### config.mk
export PLATFORM = sky130hd
export DESIGN_NAME = timer_period_buffer_modes
export DESIGN_NICKNAME = d
export VERILOG_FILES = /design/src/shared/timer_pkg.sv /design/src/hdl/timer_period_buffer_modes.sv
export SDC_FILE = /design/constraint.sdc
export NUM_CORES = 1
export LEC_CHECK = 0
export BUFFER_PORTS_ARGS = -buffer_cell sky130_fd_sc_hd__buf_2
export CORE_AREA = 3 3 77 133
export CTS_BUF_LIST = sky130_fd_sc_hd__clkbuf_4
export CTS_CLUSTER_DIAMETER = 100
export DETAILED_ROUTE_END_ITERATION = 16
export DIE_AREA = 0 0 80 136
export PLACE_DENSITY_LB_ADDON = 0.12
export SLEW_MARGIN = 20
export SYNTH_ARGS = -nofsm -noshare
export SYNTH_HDL_FRONTEND = slang
export SYNTH_SLANG_ARGS = --single-unit
### constraint.sdc
create_clock -name pclk -period 2.9 [get_ports pclk]
set_input_delay 0.87 -clock pclk [delete_from_list [all_inputs] [get_ports pclk]]
set_output_delay 0.87 -clock pclk [all_outputs]
set_load 0.02 [all_outputs]
### src/shared/timer_pkg.sv
package timer_pkg;
   // Register byte offsets (each register one aligned word)
   localparam logic [7:0] ADDR_CONTROL  = 8'h00;   // run, double buffer, overflow irq enable
   localparam logic [7:0] ADDR_MODE     = 8'h04;   // mode, clock select, edge, retrigger
   localparam logic [7:0] ADDR_PER_LOW  = 8'h08;   // period low byte
   localparam logic [7:0] ADDR_PER_HIGH = 8'h0C;   // period high byte
   localparam logic [7:0] ADDR_COUNT    = 8'h10;   // live counter, read only
   localparam logic [7:0] ADDR_STATUS   = 8'h14;   // match event flag, clear on read

   // Control field positions
   localparam int CTL_RUN  = 0;
   localparam int CTL_DBUF = 1;
   localparam int CTL_OVIE = 2;

   // Reset values
   localparam logic [15:0] PERIOD_RESET = 16'hFFFF;
   localparam logic [15:0] COUNT_ZERO   = 16'h0000;
   localparam logic [7:0]  LOW_RESET    = 8'hFF;

   // Mode codes
   localparam logic [2:0] MODE_TRIGGER = 3'h4;
   localparam logic [2:0] MODE_EVENT   = 3'h2;
   localparam logic [2:0] MODE_WINDOW  = 3'h5;

   // Source clock prescale taps, index by source clock select
   localparam logic [9:0] PRESCALE_MAX = 10'h3FF;

   // Mode register fields packed together
   typedef struct packed {
      logic       retrigger_enable;   // bit 7
      logic       edge_level_select;  // bit 6
      logic [1:0] source_clock_select;// bits 5:4
      logic       unused;             // bit 3
      logic [2:0] mode_select;        // bits 2:0
   } mode_reg_t;

   localparam mode_reg_t MODE_RESET = '0;

   // Trigger state machine
   typedef enum logic [1:0] {
      ST_IDLE,
      ST_ARMED,
      ST_COUNT
   } run_state_t;
endpackage

### src/hdl/timer_period_buffer_modes.sv
`timescale 1ns/10ps
`default_nettype none

// What this block does
// Low byte write goes to staging buffer
// High byte write commits both bytes together
// Software writes low byte before high
// Double buffer enable bit selects buffering
// Running buffered: swap period at match
// Buffered reads return double buffer value
// Stopped buffered write updates both copies
// Unbuffered write updates period immediately
// Period below count waits for wrap
// Code 100 selects external trigger mode
// Edge bit: 0 rising, 1 falling
// Trigger waits edge, then counts, clears
// Retrigger: opposite edge stops and clears
// No retrigger: edges ignored until run cleared
// Clearing run stops and zeroes counter
// Mode and irq enable locked while running
// Code 010 counts pin edges
// Events at most half clock rate
// Code 101 counts while window level
// Window level: 0 high, 1 low
// Window match raises irq, clears counter
// Window much slower than source clock
// Run bit starts 16-bit up counter
// Input pin synchronised before detection
module timer_period_buffer_modes
   import timer_pkg::*;
(
   input  wire logic        pclk,            // Bus clock, 50 MHz
   input  wire logic        presetn,         // Async reset, active low
   input  wire logic        psel,            // APB select
   input  wire logic        penable,         // APB access phase
   input  wire logic        pwrite,          // APB write
   input  wire logic [7:0]  paddr,           // APB byte address
   input  wire logic [31:0] pwdata,          // APB write data
   output logic      [31:0] prdata,          // APB read data
   output logic             pready,          // APB ready
   output logic             pslverr,         // APB error
   input  wire logic        timer_input_pin, // External trigger, event or window
   output logic             timer_irq        // One-cycle match pulse
);

   // Register state
   logic            run_bit;                 // Timer running
   logic            double_buffer_enable;    // Double buffering on
   logic            overflow_irq_enable;     // Kept for software, no overflow here
   mode_reg_t       mode;                    // Mode register
   logic [7:0]      staging_low;             // Low byte staging buffer
   logic [15:0]     dbuf;                    // Double buffer
   logic [15:0]     period_register;         // Active compare value
   logic [15:0]     count;                   // Up counter
   logic            match_flag;              // Sticky match flag
   run_state_t      state;                   // Trigger sequencing
   logic [9:0]      prescale;                // Source clock divider
   logic [1:0]      pin_sync;                // Pin synchroniser
   logic            pin_prev;                // Previous synchronised level
   logic            pin_now;                 // Synchronised level

   // Bus decode, pin edges and counter control
   logic            wr_en;                   // Write takes effect
   logic            rd_en;                   // Read takes effect
   logic            mapped;                  // Address decodes
   logic            sel_edge;                // Selected pin edge
   logic            opp_edge;                // Opposite pin edge
   logic            tick;                    // Source clock tick
   logic            window_on;               // Window level present
   logic            step;                    // Counter advances
   logic            hit;                     // Count equals period
   logic            commit;                  // High byte write
   logic [15:0]     new_period;              // Committed value

   // Address check, used only by the error response
   function automatic logic is_mapped(input logic [7:0] a);
      is_mapped = (a == ADDR_CONTROL) || (a == ADDR_MODE) || (a == ADDR_PER_LOW) ||
                  (a == ADDR_PER_HIGH) || (a == ADDR_COUNT) || (a == ADDR_STATUS);
   endfunction

   assign mapped     = is_mapped(paddr);
   assign wr_en      = psel && penable && pwrite && pready;
   assign rd_en      = psel && penable && !pwrite && pready;
   assign commit     = wr_en && (paddr == ADDR_PER_HIGH);
   assign new_period = {pwdata[7:0], staging_low};

   // Pin synchroniser, first stage feeds only the second
   always_ff @(posedge pclk or negedge presetn) begin
      if (!presetn) begin
         pin_sync <= 2'h0;
         pin_prev <= 1'b0;
      end else begin
         pin_sync <= {pin_sync[0], timer_input_pin};
         pin_prev <= pin_sync[1];
      end
   end
   assign pin_now  = pin_sync[1];

   // Edge select: 0 rising, 1 falling
   assign sel_edge = mode.edge_level_select ? (pin_prev && !pin_now)
                                            : (!pin_prev && pin_now);
   assign opp_edge = mode.edge_level_select ? (!pin_prev && pin_now)
                                            : (pin_prev && !pin_now);
   assign window_on = mode.edge_level_select ? !pin_now : pin_now;

   // Source clock divider, tap chosen by clock select
   always_ff @(posedge pclk or negedge presetn) begin
      if (!presetn) begin
         prescale <= 10'h000;
      end else if (!run_bit) begin
         prescale <= 10'h000;
      end else begin
         prescale <= prescale + 10'h001;
      end
   end
   always_comb begin
      case (mode.source_clock_select)
         2'h0:    tick = (prescale == PRESCALE_MAX);
         2'h1:    tick = (prescale[5:0] == PRESCALE_MAX[5:0]);
         2'h2:    tick = (prescale[1:0] == PRESCALE_MAX[1:0]);
         default: tick = prescale[0];
      endcase
   end

   // Counter advance per mode
   always_comb begin
      case (mode.mode_select)
         MODE_TRIGGER: step = (state == ST_COUNT) && tick;
         MODE_EVENT:   step = sel_edge;
         MODE_WINDOW:  step = window_on && tick;
         default:      step = 1'b0;
      endcase
   end

   // Match only on equality, so a smaller period waits for the wrap
   assign hit = run_bit && step && (count == period_register);

   // Trigger sequencing
   always_ff @(posedge pclk or negedge presetn) begin
      if (!presetn) begin
         state <= ST_IDLE;
      end else if (!run_bit) begin
         state <= ST_IDLE;
      end else begin
         case (state)
            ST_IDLE:  state <= ST_ARMED;
            ST_ARMED: begin
               if (sel_edge) begin
                  state <= ST_COUNT;
               end
            end
            ST_COUNT: begin
               // Without retrigger, neither edge is watched here
               if (mode.retrigger_enable && opp_edge) begin
                  state <= ST_ARMED;
               end
            end
            default:  state <= ST_IDLE;
         endcase
      end
   end

   // Up counter; a match counts as the step that clears it
   always_ff @(posedge pclk or negedge presetn) begin
      if (!presetn) begin
         count <= COUNT_ZERO;
      end else if (!run_bit) begin
         count <= COUNT_ZERO;
      end else if (mode.mode_select == MODE_TRIGGER && state == ST_COUNT &&
                   mode.retrigger_enable && opp_edge) begin
         count <= COUNT_ZERO;
      end else if (hit) begin
         count <= COUNT_ZERO;
      end else if (step) begin
         count <= count + 16'h0001;
      end
   end

   // Interrupt pulse on every match
   always_ff @(posedge pclk or negedge presetn) begin
      if (!presetn) begin
         timer_irq <= 1'b0;
      end else begin
         timer_irq <= hit;
      end
   end

   // Sticky flag, set beats clear on read
   always_ff @(posedge pclk or negedge presetn) begin
      if (!presetn) begin
         match_flag <= 1'b0;
      end else if (hit) begin
         match_flag <= 1'b1;
      end else if (rd_en && paddr == ADDR_STATUS) begin
         match_flag <= 1'b0;
      end
   end

   // Control register; overflow irq enable locked while running
   always_ff @(posedge pclk or negedge presetn) begin
      if (!presetn) begin
         run_bit              <= 1'b0;
         double_buffer_enable <= 1'b0;
         overflow_irq_enable  <= 1'b0;
      end else if (wr_en && paddr == ADDR_CONTROL) begin
         run_bit              <= pwdata[CTL_RUN];
         double_buffer_enable <= pwdata[CTL_DBUF];
         if (!run_bit) begin
            overflow_irq_enable <= pwdata[CTL_OVIE];
         end
      end
   end

   // Mode register, ignored while running
   always_ff @(posedge pclk or negedge presetn) begin
      if (!presetn) begin
         mode <= MODE_RESET;
      end else if (wr_en && paddr == ADDR_MODE && !run_bit) begin
         mode <= mode_reg_t'(pwdata[7:0]);
      end
   end

   // Low byte staging buffer
   always_ff @(posedge pclk or negedge presetn) begin
      if (!presetn) begin
         staging_low <= LOW_RESET;
      end else if (wr_en && paddr == ADDR_PER_LOW) begin
         staging_low <= pwdata[7:0];
      end
   end

   // Double buffer takes every commit
   always_ff @(posedge pclk or negedge presetn) begin
      if (!presetn) begin
         dbuf <= PERIOD_RESET;
      end else if (commit) begin
         dbuf <= new_period;
      end
   end

   // Active period update
   always_ff @(posedge pclk or negedge presetn) begin
      if (!presetn) begin
         period_register <= PERIOD_RESET;
      end else if (commit && (!double_buffer_enable || !run_bit)) begin
         period_register <= new_period;
      end else if (double_buffer_enable && hit) begin
         period_register <= dbuf;
      end
   end

   // Read data and answer, zero wait states
   always_ff @(posedge pclk or negedge presetn) begin
      if (!presetn) begin
         prdata <= 32'h0000_0000;
      end else if (psel && !penable && !pwrite) begin
         case (paddr)
            ADDR_CONTROL:  prdata <= {29'h0, overflow_irq_enable,
                                      double_buffer_enable, run_bit};
            ADDR_MODE:     prdata <= {24'h0, mode};
            ADDR_PER_LOW:  prdata <= {24'h0, double_buffer_enable ? dbuf[7:0]
                                                  : period_register[7:0]};
            ADDR_PER_HIGH: prdata <= {24'h0, double_buffer_enable ? dbuf[15:8]
                                                  : period_register[15:8]};
            ADDR_COUNT:    prdata <= {16'h0, count};
            ADDR_STATUS:   prdata <= {31'h0, match_flag};
            default:       prdata <= 32'h0000_0000;
         endcase
      end
   end

   // Ready in access phase, error on unmapped address
   always_ff @(posedge pclk or negedge presetn) begin
      if (!presetn) begin
         pready  <= 1'b0;
         pslverr <= 1'b0;
      end else begin
         pready  <= psel && !penable;
         pslverr <= psel && !penable && !mapped;
      end
   end
endmodule

`default_nettype wire

==> impl_results.rst, run 1 <==
.. list-table::
   :header-rows: 1

   * - Metric
     - Value
   * - Maximum clock skew at final layout
     - ~0.018 ns
   * - Total count of hold-check failures in the final report
     - 0
   * - GRT Resource Usage Total
     - 0.235
   * - Number of filler cells placed in the layout
     - 807
   * - Simple-Gate Fraction of Synth Area
     - 0.155
   * - Overall power of the completed layout
     - 2.58 mW
   * - Placement Rows
     - 46
   * - Layout net count
     - between 500 and 600
   * - Post-Synthesis Cell Area
     - around 5300 um2
   * - Crit path required time
     - roughly 3.3 ns
   * - Area growth syn-to-layout
     - 7.31%
   * - Combinational family with the most area after synthesis
     - simple AND/OR/NAND/NOR gates
   * - Register bit count reported by yosys
     - 102
   * - Maximum vdd drop
     - ~0.00032 V
   * - Leakage power figure
     - between 2 and 3 nW
   * - Post-synthesis share of cell area spent on xor and xnor gates
     - 0.0494
   * - Count of flip-flops with a built-in enable after synthesis
     - 0
   * - Arrival time reported for the critical path endpoint
     - roughly 2.9 ns
   * - Main area contributors after synthesis
     - dfrtp_1 29%, dfstp_2 20%, mux2_2 8.7%
   * - TritonCTS clock tree
     - yes
   * - Sequential share of the synthesized area
     - 0.489
   * - Placed wire-length estimate after detailed placement
     - between 8000 and 9000 um
   * - Drt first pass iters
     - 7
   * - Count of inserted antenna diode cells
     - 0
   * - Transition time at the pin with the least slew margin
     - 0.695 ns
   * - Mean cell area of the mapped netlist
     - 10.5 um2
   * - CTS resizes
     - 0
   * - Count of H-tree levels built during CTS
     - 3
   * - Total die area
     - 10900 um2
   * - Via count
     - ~3900
   * - Routed wire length
     - approximately 12000 um
   * - Setup slack at placement
     - around 0.28 ns
   * - Fraction of registers with async set/reset
     - 1.00
   * - Final cell utilization of the core
     - 0.620
   * - Post-CTS setup buffer count
     - 0
   * - CTS sink count
     - 102
   * - Skew-Pair Late Insertion Delay
     - around 0.46 ns
   * - Worst min path class
     - in2async
   * - Die boundary height
     - about 140 um
   * - Clock Tree Buf Depth
     - 2
   * - Number of buffers inserted by hold repair at cts
     - 0
   * - Achievable frequency
     - just over 400 MHz
   * - Pin count of the biggest net entering global routing
     - 56
   * - Vias in the first global route
     - about 4000
   * - Crit path capture type
     - flip-flop
   * - Commonest cells in the synthesized netlist
     - 62 x dfrtp_1, 56 x nor2_1, 41 x mux2_2, 41 x nand2_1, 40 x dfstp_2
   * - Total count of max-transition violations in the final report
     - 0
   * - IO Count
     - 81
   * - Routed Antenna Nets
     - 0
   * - Routed vias/inst
     - about 5.7
   * - Clock transition time at the flip-flop clock pins of the worst setup and hold paths
     - roughly 0.14 ns
   * - Iter 0 DRT Violations
     - 220
   * - RD Place Congestion
     - just over 0.8
   * - Maximum fanout encountered on the critical timing path
     - 12
   * - Port Buf Inserts
     - 40
   * - Overflow left after global routing
     - 0
   * - Initial antenna violation count
     - 0
   * - Critical Setup Path Class
     - reg2reg
   * - Drc violations
     - 0
   * - Final period util
     - 0.853
   * - Power per unit of standard cell area
     - 452 nW/um2
   * - Setup crit start kind
     - flip-flop
   * - Number of buffers inserted during clock tree synthesis
     - 9
   * - Routed WL per cell
     - 17.8 um
   * - Unrepaired setup endpoints after global routing
     - no
   * - Wire length of the first global-routing pass
     - ~19000 um
   * - Share of Yosys cell area claimed by the top area cell type
     - 0.291
   * - Yosys warnings
     - 0
   * - Netlist cell types
     - 59
   * - Core Box Area
     - between 9000 and 10000 um2
   * - Slack of the critical path
     - about 0.43 ns
   * - Dominant cell type by area after synthesis
     - dfrtp_1
   * - Setup violators final
     - 0
   * - Starting density of the core
     - 0.578
   * - Multiplexer share of the synthesized area
     - 0.136
   * - Minimum clock period
     - between 2 and 2.5 ns
   * - Fraction of final layout cells with drive strength greater than 1
     - 0.292
   * - Post-Route Setup TNS
     - 0 ns
   * - Compound-cell area share of the yosys netlist
     - 0.107
   * - Leading register cell type out of synthesis
     - dfrtp_1
   * - Number of max-cap violations
     - 0
   * - Clock root buffer master
     - clkbuf_4
   * - Most frequently used cell type in the post-synthesis netlist
     - dfrtp_1
   * - Horizontal extent of the die
     - 80 um
   * - Number of instances in the synthesized netlist
     - 506
   * - Adder-cell area share of the yosys netlist
     - 0.00470
   * - Result of the run
     - complete, no violations
   * - Relative slew margins
     - 0.535
[critical path: stages (launching register included)]
cell and delay [ns]:
dfrtp_1 0.43, ha_1 0.26, nand4_1 0.17, o311ai_1 0.13, o211a_1 0.19, nor2_1 0.56
o21ai_0 0.29, buf_4 0.25, a21oi_1 0.12
[kinds of logic after synthesis]
kind of cell / Yosys count
buffers and inverters: 50
multiplexers: 67
XOR/XNOR: 30
AND/OR/NAND/NOR: 170
flip-flops: 102
AO/OA/AOI/OAI: 84
adder cells (fa/ha/maj): 2
other: 1
[per-layer routing]
metal | track usage | part of all wire
met4 | 0.127 | 0.034
met5 | 0 | 0
met3 | 0.0279 | 0.037
met1 | 0.262 | 0.38
met2 | 0.424 | 0.55
[where the power goes]
part	switching, mW	internal [mW]	leakage [nW]
clock	0.432	0.283	0.0725
sequential	0.0647	1.50	1.22
combinational	0.184	0.117	1.25
[state kept, by name, indices dropped and copies added (netlist names), 2 cells and up]
register         cells
count               16
dbuf                16
mode                 8
period_register     16
pin_sync             2
prdata              16
prescale            10
staging_low          8
state                2
[area by class of cell]
type | instances | area (um2) | area share
inverters | 10 | 37.5 | 0.00657
flip-flops and latches | 102 | 2600 | 0.456
well taps | 120 | 150 | 0.0263
clock buffers | 12 | 90.1 | 0.0158
multi-input cells | 369 | 2470 | 0.432
clock inverters | 3 | 37.5 | 0.00657
repair buffers | 55 | 328 | 0.0574
[through the flow]
step / cells / hold slack [ns] / cell area [um2]
after floorplan: 521 / 0.331 / 5380
after global placement: 656 / 0.333 / 5580
after detailed placement: 656 / 0.350 / 5580
after CTS: 671 / 0.196 / 5710
after global routing: 671 / 0.208 / 5710
final: 671 / 0.212 / 5710
[placed cells by master (no fill, tap or decap), types with 3 or more instances in the layout]
cell	netlist	final
conb_1	1	16
o21a_1	5	5
nand4_1	9	9
nand3_1	21	21
nand2b_1	3	3
clkbuf_4	0	12
a222oi_1	5	5
o211ai_1	5	5
nor2_1	56	56
nor2b_1	3	3
and3_1	4	4
buf_2	5	39
mux2_2	41	41
buf_4	18	15
nand2_1	41	41
nor4_1	4	4
a31oi_1	6	6
xor2_1	6	6
xnor2_1	24	24
a21oi_1	26	26
nor3_1	4	4
dfrtp_1	62	62
inv_1	10	10
dfstp_2	40	40
or3_1	7	7
mux2i_1	26	26
o21ai_0	13	13
[final timing paths]
check | start | end | slack [ns] | depth (start not counted)
worst max register to register | prescale[0] | count[14] | 0.43 | 8
max in group asynchronous | presetn | dbuf[5] | 1.94 | 2
min in group pclk | pin_sync[0] | pin_sync[1] | 0.38 | 0
worst min-delay path | presetn | count[8] | 0.21 | 1
worst max-delay path | prescale[0] | count[14] | 0.43 | 8
worst min register to register | pin_sync[0] | pin_sync[1] | 0.38 | 0
Note: power is estimated with default switching activity, not from simulation.
==> inputs of run 2 (changes only) <==
ABC_AREA = 1   (was not set)
CORE_AREA = 3 3 80 139   (was 3 3 77 133)
CTS_CLUSTER_SIZE = 10   (was not set)
DIE_AREA = 0 0 83 142   (was 0 0 80 136)
REMOVE_ABC_BUFFERS = 1   (was not set)
==> run 2 against run 1 <==
  * Worst hold slack improved by 0.028 ns
  * Clock power increased by 6.2%
  * Sequential power is 8% lower
  * Final cell count up 35%
  * Combinational power is 50% lower
  * Core utilization decreased by 0.69 points
  * Sequential share of layout area down 3.9 points
==> impl_results.rst, run 2 <==
.. list-table::
   :header-rows: 1

   * - Metric
     - Value
   * - Routed WL per cell
     - 16.5 um (-7.3%)
   * - Iter 0 DRT Violations
     - 346 (+57%)
   * - Top library cells by usage in the layout, fill and taps aside
     - 207 x nand2_1, 89 x inv_1, 62 x dfrtp_1
   * - Critical Setup Path Class
     - reg2reg
   * - Skew-Pair Late Insertion Delay
     - 0.46 ns (about the same)
   * - Achievable frequency
     - 465 MHz (+15%)
   * - Proportion of power drawn by the clock network
     - 0.321 (+0.044)
   * - Unrepaired setup endpoints after global routing
     - no
   * - Routed vias/inst
     - 5.50 (-4.2%)
   * - Clock root buffer master
     - clkbuf_4
   * - IO Count
     - 81 (unchanged)
   * - Overflow left after global routing
     - 0 (unchanged)
   * - Result of the run
     - complete, no violations
   * - Most frequently used cell type in the post-synthesis netlist
     - nand2_1
   * - Pin count of the biggest net entering global routing
     - 61 (+8.9%)
   * - Area taken by flip-flops and latches
     - 2600 um2 (unchanged)
   * - Total die area
     - 11800 um2 (+8.3%)
   * - Clock transition time at the flip-flop clock pins of the worst setup and hold paths
     - 0.17 ns (+0.03 ns)
   * - Netlist cell types
     - 49 (-17%)
   * - Vias in the first global route
     - 4902 (+24%)
   * - Count of H-tree levels built during CTS
     - 3 (unchanged)
   * - Number of max-cap violations
     - 0 (unchanged)
   * - Sequential cell fraction of total power
     - 0.615 (+0.009)
   * - Maximum clock skew at final layout
     - 0.0204 ns (+0.00277 ns)
   * - Switching component of the power
     - 0.613 mW (-10%)
   * - Mean cell area of the mapped netlist
     - 7.97 um2 (-24%)
   * - Number of filler cells placed in the layout
     - 945 (+17%)
   * - Horizontal extent of the die
     - 83 um (+3.8%)
   * - Maximum fanout encountered on the critical timing path
     - 16 (+4)
   * - Fraction of registers with async set/reset
     - 1.00 (unchanged)
   * - Transition time at the pin with the least slew margin
     - 0.628 ns (-0.0670 ns)
   * - Setup crit start kind
     - flip-flop
   * - Overall power of the completed layout
     - 2.37 mW (-8.4%)
   * - Area growth syn-to-layout
     - 6.53%
   * - Post-Route Setup TNS
     - 0 ns (unchanged)
   * - Number of buffers inserted during clock tree synthesis
     - 9 (unchanged)
   * - Via count
     - 4977 (+29%)
   * - Total count of hold-check failures in the final report
     - 0 (unchanged)
   * - Port Buf Inserts
     - 40 (unchanged)
   * - Number of instances in the synthesized netlist
     - 735 (+45%)
   * - Leakage power figure
     - 2.94 nW (+16%)
   * - Worst min path class
     - in2async
   * - Fraction of final layout cells with drive strength greater than 1
     - 0.219 (-0.0737)
   * - Most common cell after layout, fill and taps aside
     - nand2_1
   * - Footprint of the multi-input gates
     - 2690 um2 (+9.2%)
   * - Clock Tree Buf Depth
     - 2 (unchanged)
   * - Main area contributors after synthesis
     - dfrtp_1 26%, dfstp_2 18%, nand2_1 13%
   * - Final period util
     - 0.742 (-0.111)
   * - Minimum clock period
     - 2.15 ns (-0.323 ns)
   * - Drc violations
     - 0 (unchanged)
   * - Number of buffers inserted by hold repair at cts
     - 0 (unchanged)
   * - Wire length of the first global-routing pass
     - 24500 um (+26%)
   * - Leading register cell type out of synthesis
     - dfrtp_1
   * - CTS resizes
     - 0 (unchanged)
   * - Switching share of power
     - 0.259 (-0.00463)
   * - Share of Yosys cell area claimed by the top area cell type
     - 0.265 (-0.0267)
   * - GRT Resource Usage Total
     - 0.263 (+0.0281)
   * - Routed Antenna Nets
     - 0 (unchanged)
   * - Drt first pass iters
     - 5 (-2)
   * - CTS sink count
     - 102 (unchanged)
   * - Starting density of the core
     - 0.576 (-0.00226)
   * - Fraction of power consumed by combinational cells
     - 0.064 (-0.053)
   * - Core Box Area
     - 10200 um2 (+11%)
   * - Post-CTS setup buffer count
     - 0 (unchanged)
   * - Setup violators final
     - 0 (unchanged)
   * - Count of flip-flops with a built-in enable after synthesis
     - 0 (unchanged)
   * - Yosys warnings
     - 0 (unchanged)
   * - Dominant cell type by area after synthesis
     - dfrtp_1
   * - TritonCTS clock tree
     - yes
   * - Count of inserted antenna diode cells
     - 0 (unchanged)
   * - Placed wire-length estimate after detailed placement
     - 11600 um (+31%)
   * - Placement Rows
     - 49 (+6.5%)
   * - Internal power summed over all cells
     - 1.75 mW (-7.8%)
   * - Total count of max-transition violations in the final report
     - 0 (unchanged)
   * - Slack of the critical path
     - 0.749 ns (+0.323 ns)
   * - Die boundary height
     - 142 um (+4.4%)
   * - Relative slew margins
     - 0.581 (+0.0459)
   * - Post-Synthesis Cell Area
     - 5860 um2 (+10%)
   * - Arrival time reported for the critical path endpoint
     - 2.54 ns (-0.32 ns)
   * - Setup slack at placement
     - 0.408 ns (+0.132 ns)
   * - Power per unit of standard cell area
     - 379 nW/um2 (-16%)
   * - Routed wire length
     - 15000 um (+25%)
   * - Initial antenna violation count
     - 0 (unchanged)
   * - Register bit count reported by yosys
     - 102 (unchanged)
   * - Maximum vdd drop
     - 0.000287 V (-10%)
   * - Crit path capture type
     - flip-flop
   * - Crit path required time
     - 3.29 ns (about the same)
   * - Layout net count
     - 821 (+38%)
   * - Sequential share of the synthesized area
     - 0.444 (-0.0448)
   * - Commonest cells in the synthesized netlist
     - 207 x nand2_1, 89 x inv_1, 62 x dfrtp_1
   * - RD Place Congestion
     - 0.956 (+15%)
==> run 2: cell types whose count changed after synthesis, sizes merged, moves of 7 or more <==
cell	delta
nand2	+174
inv	+85
nand3	+44
mux2	-41
o21ai	+41
mux2i	-26
xnor2	-21
nand4	+14
clkbuf	-9
o22ai	+7
o31ai	+7
or3	-7
==> run 2: kinds of logic after synthesis <==
logic type               after synthesis  synth area share
AND/OR/NAND/NOR                      380             0.324
buffers and inverters                133             0.106
AO/OA/AOI/OAI                        110             0.110
flip-flops                           102             0.444
XOR/XNOR                               7            0.0105
adder cells (fa/ha/maj)                2           0.00427
other                                  1          0.000640
==> run 2: path summary, 6_finish.rpt <==
check                      cells after the start           to   startpoint  slack, ns
setup reg to reg                              12     count[4]  prescale[0]       0.75
hold / removal                                 1  prescale[2]      presetn       0.24
min in group pclk                              0  pin_sync[1]  pin_sync[0]       0.38
hold reg to reg                                0  pin_sync[1]  pin_sync[0]       0.38
max in group asynchronous                      2     dbuf[14]      presetn       2.00
setup / recovery                              12     count[4]  prescale[0]       0.75
==> run 2: critical path, cell delays in order, from the launching register on <==
cell      delay (ns)
dfrtp_1         0.46
ha_1            0.28
nand2_2         0.10
nor2_4          0.05
nand3_1         0.06
nand2_1         0.05
inv_1           0.04
nand3_1         0.07
nand3_2         0.12
nand2_4         0.19
a21boi_4        0.38
inv_4           0.11
a21oi_1         0.17
==> run 2: metal layers <==
layer	wire (um)	share of wire	GRT usage
met5	0	0	0
met4	709	0.047	0.130
met3	669	0.045	0.0365
met2	7980	0.53	0.480
met1	5590	0.37	0.298
==> run 2: final cells by class <==
class,instances,area share
Clock buffer,9,0.0108
Clock inverter,7,0.0118
Inverter,96,0.0581
Multi-Input combinational cell,515,0.432
Sequential cell,102,0.417
Tap cell,127,0.0255
Timing Repair Buffer,49,0.0453
==> run 2: power by group through the flow <==
stage,combinational (mW),clock [mW],sequential [mW]
floorplan,0.0609,0,1.49
global placement,0.153,0,1.48
detailed placement,0.155,0,1.48
CTS,0.155,0.770,1.46
global route,0.170,0.840,1.46
finish,0.152,0.759,1.45
==> run 2: per-stage QoR <==
step,cell area (um2),hold slack (ns),util,instances
final,6240,0.240,0.613,905
after global placement,6100,0.340,0.599,889
after CTS,6240,0.214,0.613,905
after floorplan,5660,0.331,-,713
after detailed placement,6100,0.353,0.599,889
after global routing,6240,0.194,0.613,905
==> inputs of run 3 (changes only) <==
ABC_AREA = 0   (was 1)
CORE_AREA = 3 3 77 133   (was 3 3 80 139)
DIE_AREA = 0 0 80 136   (was 0 0 83 142)
clock period = 2.1 ns   (was 2.9 ns; I/O delays follow)
==> run 3 against run 2 <==
  * The run now ends with setup timing left
  * Non-clock buffer count grew 51
  * Worst setup slack lost 0.82 ns
  * Core utilization up 6.8 points
  * Fmax decreased by 1.0%
  * Critical path depth down 4
  * Power increased by 57%
  * Critical path type unchanged
  * Critical endpoint is now count[5]
  * Largest power group unchanged
==> impl_results.rst, run 3 (synthesis results as in run 1) <==
.. list-table::
   :header-rows: 1

   * - Metric
     - Value
   * - Worst setup path startpoint
     - prescale[0]
   * - Port Buf Inserts
     - 40 (unchanged)
   * - Top library cells by usage in the layout, fill and taps aside
     - 62 x dfrtp_1, 56 x nor2_1, 48 x buf_4
   * - Number of max-cap violations
     - 0 (unchanged)
   * - Crit path capture type
     - flip-flop
   * - Setup violators final
     - 20 (+20)
   * - Met2 global-route usage
     - 0.445 (-0.0350)
   * - GRT Resource Usage Total
     - 0.250 (-0.0130)
   * - CTS sink count
     - 102 (unchanged)
   * - Internal power summed over all cells
     - 2.69 mW (+53%)
   * - Drc violations
     - 0 (unchanged)
   * - Proportion of power drawn by the clock network
     - 0.267 (-0.054)
   * - Horizontal extent of the die
     - 80 um (-3.6%)
   * - Minimum clock period
     - 2.17 ns (+0.0221 ns)
   * - Drt first pass iters
     - 5 (unchanged)
   * - Overall power of the completed layout
     - 3.72 mW (+57%)
   * - Vias in the first global route
     - 4055 (-17%)
   * - Final period util
     - 1.03 (+0.293)
   * - End of the critical path
     - count[5]
   * - Routed Antenna Nets
     - 0 (unchanged)
   * - Layout net count
     - 640 (-22%)
   * - Global Route met1 Usage
     - 0.295 (-0.00323)
   * - Core Box Area
     - 9210 um2 (-9.5%)
   * - Wire length of the first global-routing pass
     - 20600 um (-16%)
   * - Violations in the final reports
     - setup timing
   * - Routed WL per cell
     - 18.1 um (+9.4%)
   * - Most common cell after layout, fill and taps aside
     - dfrtp_1
   * - Switching share of power
     - 0.277 (+0.0177)
   * - Maximum vdd drop
     - 0.000513 V (+79%)
   * - Iter 0 DRT Violations
     - 372 (+7.5%)
   * - Worst min path class
     - in2reg
   * - Maximum fanout encountered on the critical timing path
     - 6 (-10)
   * - Overflow left after global routing
     - 0 (unchanged)
   * - Placed wire-length estimate after detailed placement
     - 9390 um (-19%)
   * - Startpoint of the worst register-to-register path
     - prescale[0]
   * - Reg-to-Reg End
     - count[5]
   * - Die boundary height
     - 136 um (-4.2%)
   * - Global routing's busiest layer
     - met2
   * - Power per unit of standard cell area
     - 592 nW/um2 (+56%)
   * - Total count of max-transition violations in the final report
     - 0 (unchanged)
   * - Critical Setup Path Class
     - reg2reg
   * - Starting density of the core
     - 0.578 (+0.00226)
   * - Path depth of the worst reg2reg path
     - 8 (-4)
   * - Unrepaired setup endpoints after global routing
     - yes
   * - Slack of the critical path
     - -0.0733 ns (-0.822 ns)
   * - Clock Tree Buf Depth
     - 2 (unchanged)
   * - Footprint of the multi-input gates
     - 2580 um2 (-4.1%)
   * - Grt met3 use
     - 0.0365 (about the same)
   * - Final cell utilization of the core
     - 0.682 (+0.0683)
   * - Fraction of power consumed by combinational cells
     - 0.153 (+0.089)
   * - IO Count
     - 81 (unchanged)
   * - Sequential cell fraction of total power
     - 0.579 (-0.036)
   * - Number of buffers inserted during clock tree synthesis
     - 9 (unchanged)
   * - Result of the run
     - finished with violations
   * - Area taken by flip-flops and latches
     - 2600 um2 (unchanged)
   * - Leakage power figure
     - 2.83 nW (-3.8%)
   * - Count of H-tree levels built during CTS
     - 3 (unchanged)
   * - Routed vias/inst
     - 5.77 (+4.9%)
   * - Number of filler cells placed in the layout
     - 763 (-19%)
   * - Clock root buffer master
     - clkbuf_4
   * - Routed wire length
     - 13000 um (-13%)
   * - Fraction of final layout cells with drive strength greater than 1
     - 0.372 (+0.153)
   * - Switching component of the power
     - 1.03 mW (+68%)
   * - Startpoint of the worst hold path
     - timer_input_pin
   * - RD Place Congestion
     - 0.870 (-9.0%)
   * - Clock transition time at the flip-flop clock pins of the worst setup and hold paths
     - 0.16 ns (about the same)
   * - Area growth syn-to-layout
     - 17.9%
   * - TritonCTS clock tree
     - yes
   * - Initial antenna violation count
     - 1 (+1)
   * - Via count
     - 4142 (-17%)
   * - Achievable frequency
     - 460 MHz (-1.0%)
   * - Arrival time reported for the critical path endpoint
     - 2.56 ns (+0.02 ns)
   * - Setup slack on the worst flop-to-flop path
     - -0.07 ns (-0.82 ns)
   * - Total die area
     - 10900 um2 (-7.7%)
   * - Total count of hold-check failures in the final report
     - 0 (unchanged)
   * - Placement Rows
     - 46 (-6.1%)
   * - Skew-Pair Late Insertion Delay
     - 0.45 ns (about the same)
   * - Setup crit start kind
     - flip-flop
   * - Maximum clock skew at final layout
     - 0.0196 ns (-0.000757 ns)
   * - Crit path required time
     - 2.49 ns (-0.80 ns)
   * - Pin count of the biggest net entering global routing
     - 52 (-15%)
[run 3: cell types whose count changed in the layout (fill, tap and decap cells not counted), moves of 21 or more]
cell	before	now
nand3_2	28	0
mux2i_1	0	25
o21ai_0	47	12
nand2_1	207	41
xnor2_1	3	24
mux2_2	0	41
inv_1	89	10
buf_4	9	48
[run 3: power by group through the flow]
| stage | registers [mW] | logic (mW) | clock network, mW |
|---|---|---|---|
| 6_report | 2.15 | 0.569 | 0.994 |
| 4_1_cts | 2.15 | 0.567 | 1.03 |
| 3_5_place_dp | 2.18 | 0.516 | 0 |
| 3_3_place_gp | 2.17 | 0.496 | 0 |
| 5_1_grt | 2.16 | 0.628 | 1.10 |
| 2_1_floorplan | 2.21 | 0.242 | 0 |
[run 3: area by class of cell]
class | count | area share
repair buffers | 100 | 0.123
clock buffers | 9 | 0.0108
diodes | 1 | 0.000399
clock inverters | 7 | 0.0102
multi-input cells | 369 | 0.412
flip-flops and latches | 102 | 0.415
inverters | 10 | 0.00598
well taps | 120 | 0.0239
[run 3: how the worst min path moves through the flow]
stage	endpoint	slack, ns	depth (start not counted)
global placement	pin_sync[1]	0.34	0
detailed placement	pin_sync[1]	0.35	0
finish	pin_sync[0]	0.29	1
global route	pin_sync[0]	0.24	1
floorplan	count[0]	0.33	0
CTS	pin_sync[0]	0.25	1
[run 3: timing repair]
action	in CTS	in global routing
hold endpoints to repair	7	0
endpoints found under the setup margin	25	32
hold buffers	1	0
gates cloned	2	0
gates resized for setup	20	9
pin swaps	23	17
buffers inserted	6	1
[run 3: critical path, stage by stage, from the launching register on]
cell      delay [ns]
dfrtp_1         0.39
ha_2            0.19
nand4_1         0.19
o311ai_2        0.32
o211a_1         0.23
nor2_1          0.05
buf_4           0.18
or4_1           0.46
a21oi_1         0.13
[run 3: metal layers]
layer | vias to the layer above | wire length [um]
met5 | - | 0
met1 | 2071 | 5060
met4 | 0 | 355
met3 | 22 | 472
met2 | 109 | 7100
li1 | 1940 | -
[run 3: stage by stage]
| step | hold slack (ns) | setup TNS (ns) | instances | area, um2 | setup WS (ns) |
|---|---|---|---|---|---|
| after floorplan | 0.331 | -13.06 | 481 | 5110 | -0.450 |
| after global placement | 0.337 | -0.799 | 691 | 5910 | -0.0744 |
| after detailed placement | 0.347 | -2.12 | 691 | 5910 | -0.102 |
| after CTS | 0.251 | -0.556 | 716 | 6200 | -0.0748 |
| after global routing | 0.243 | -3.98 | 718 | 6280 | -0.193 |
| final | 0.289 | -0.921 | 718 | 6280 | -0.0733 |
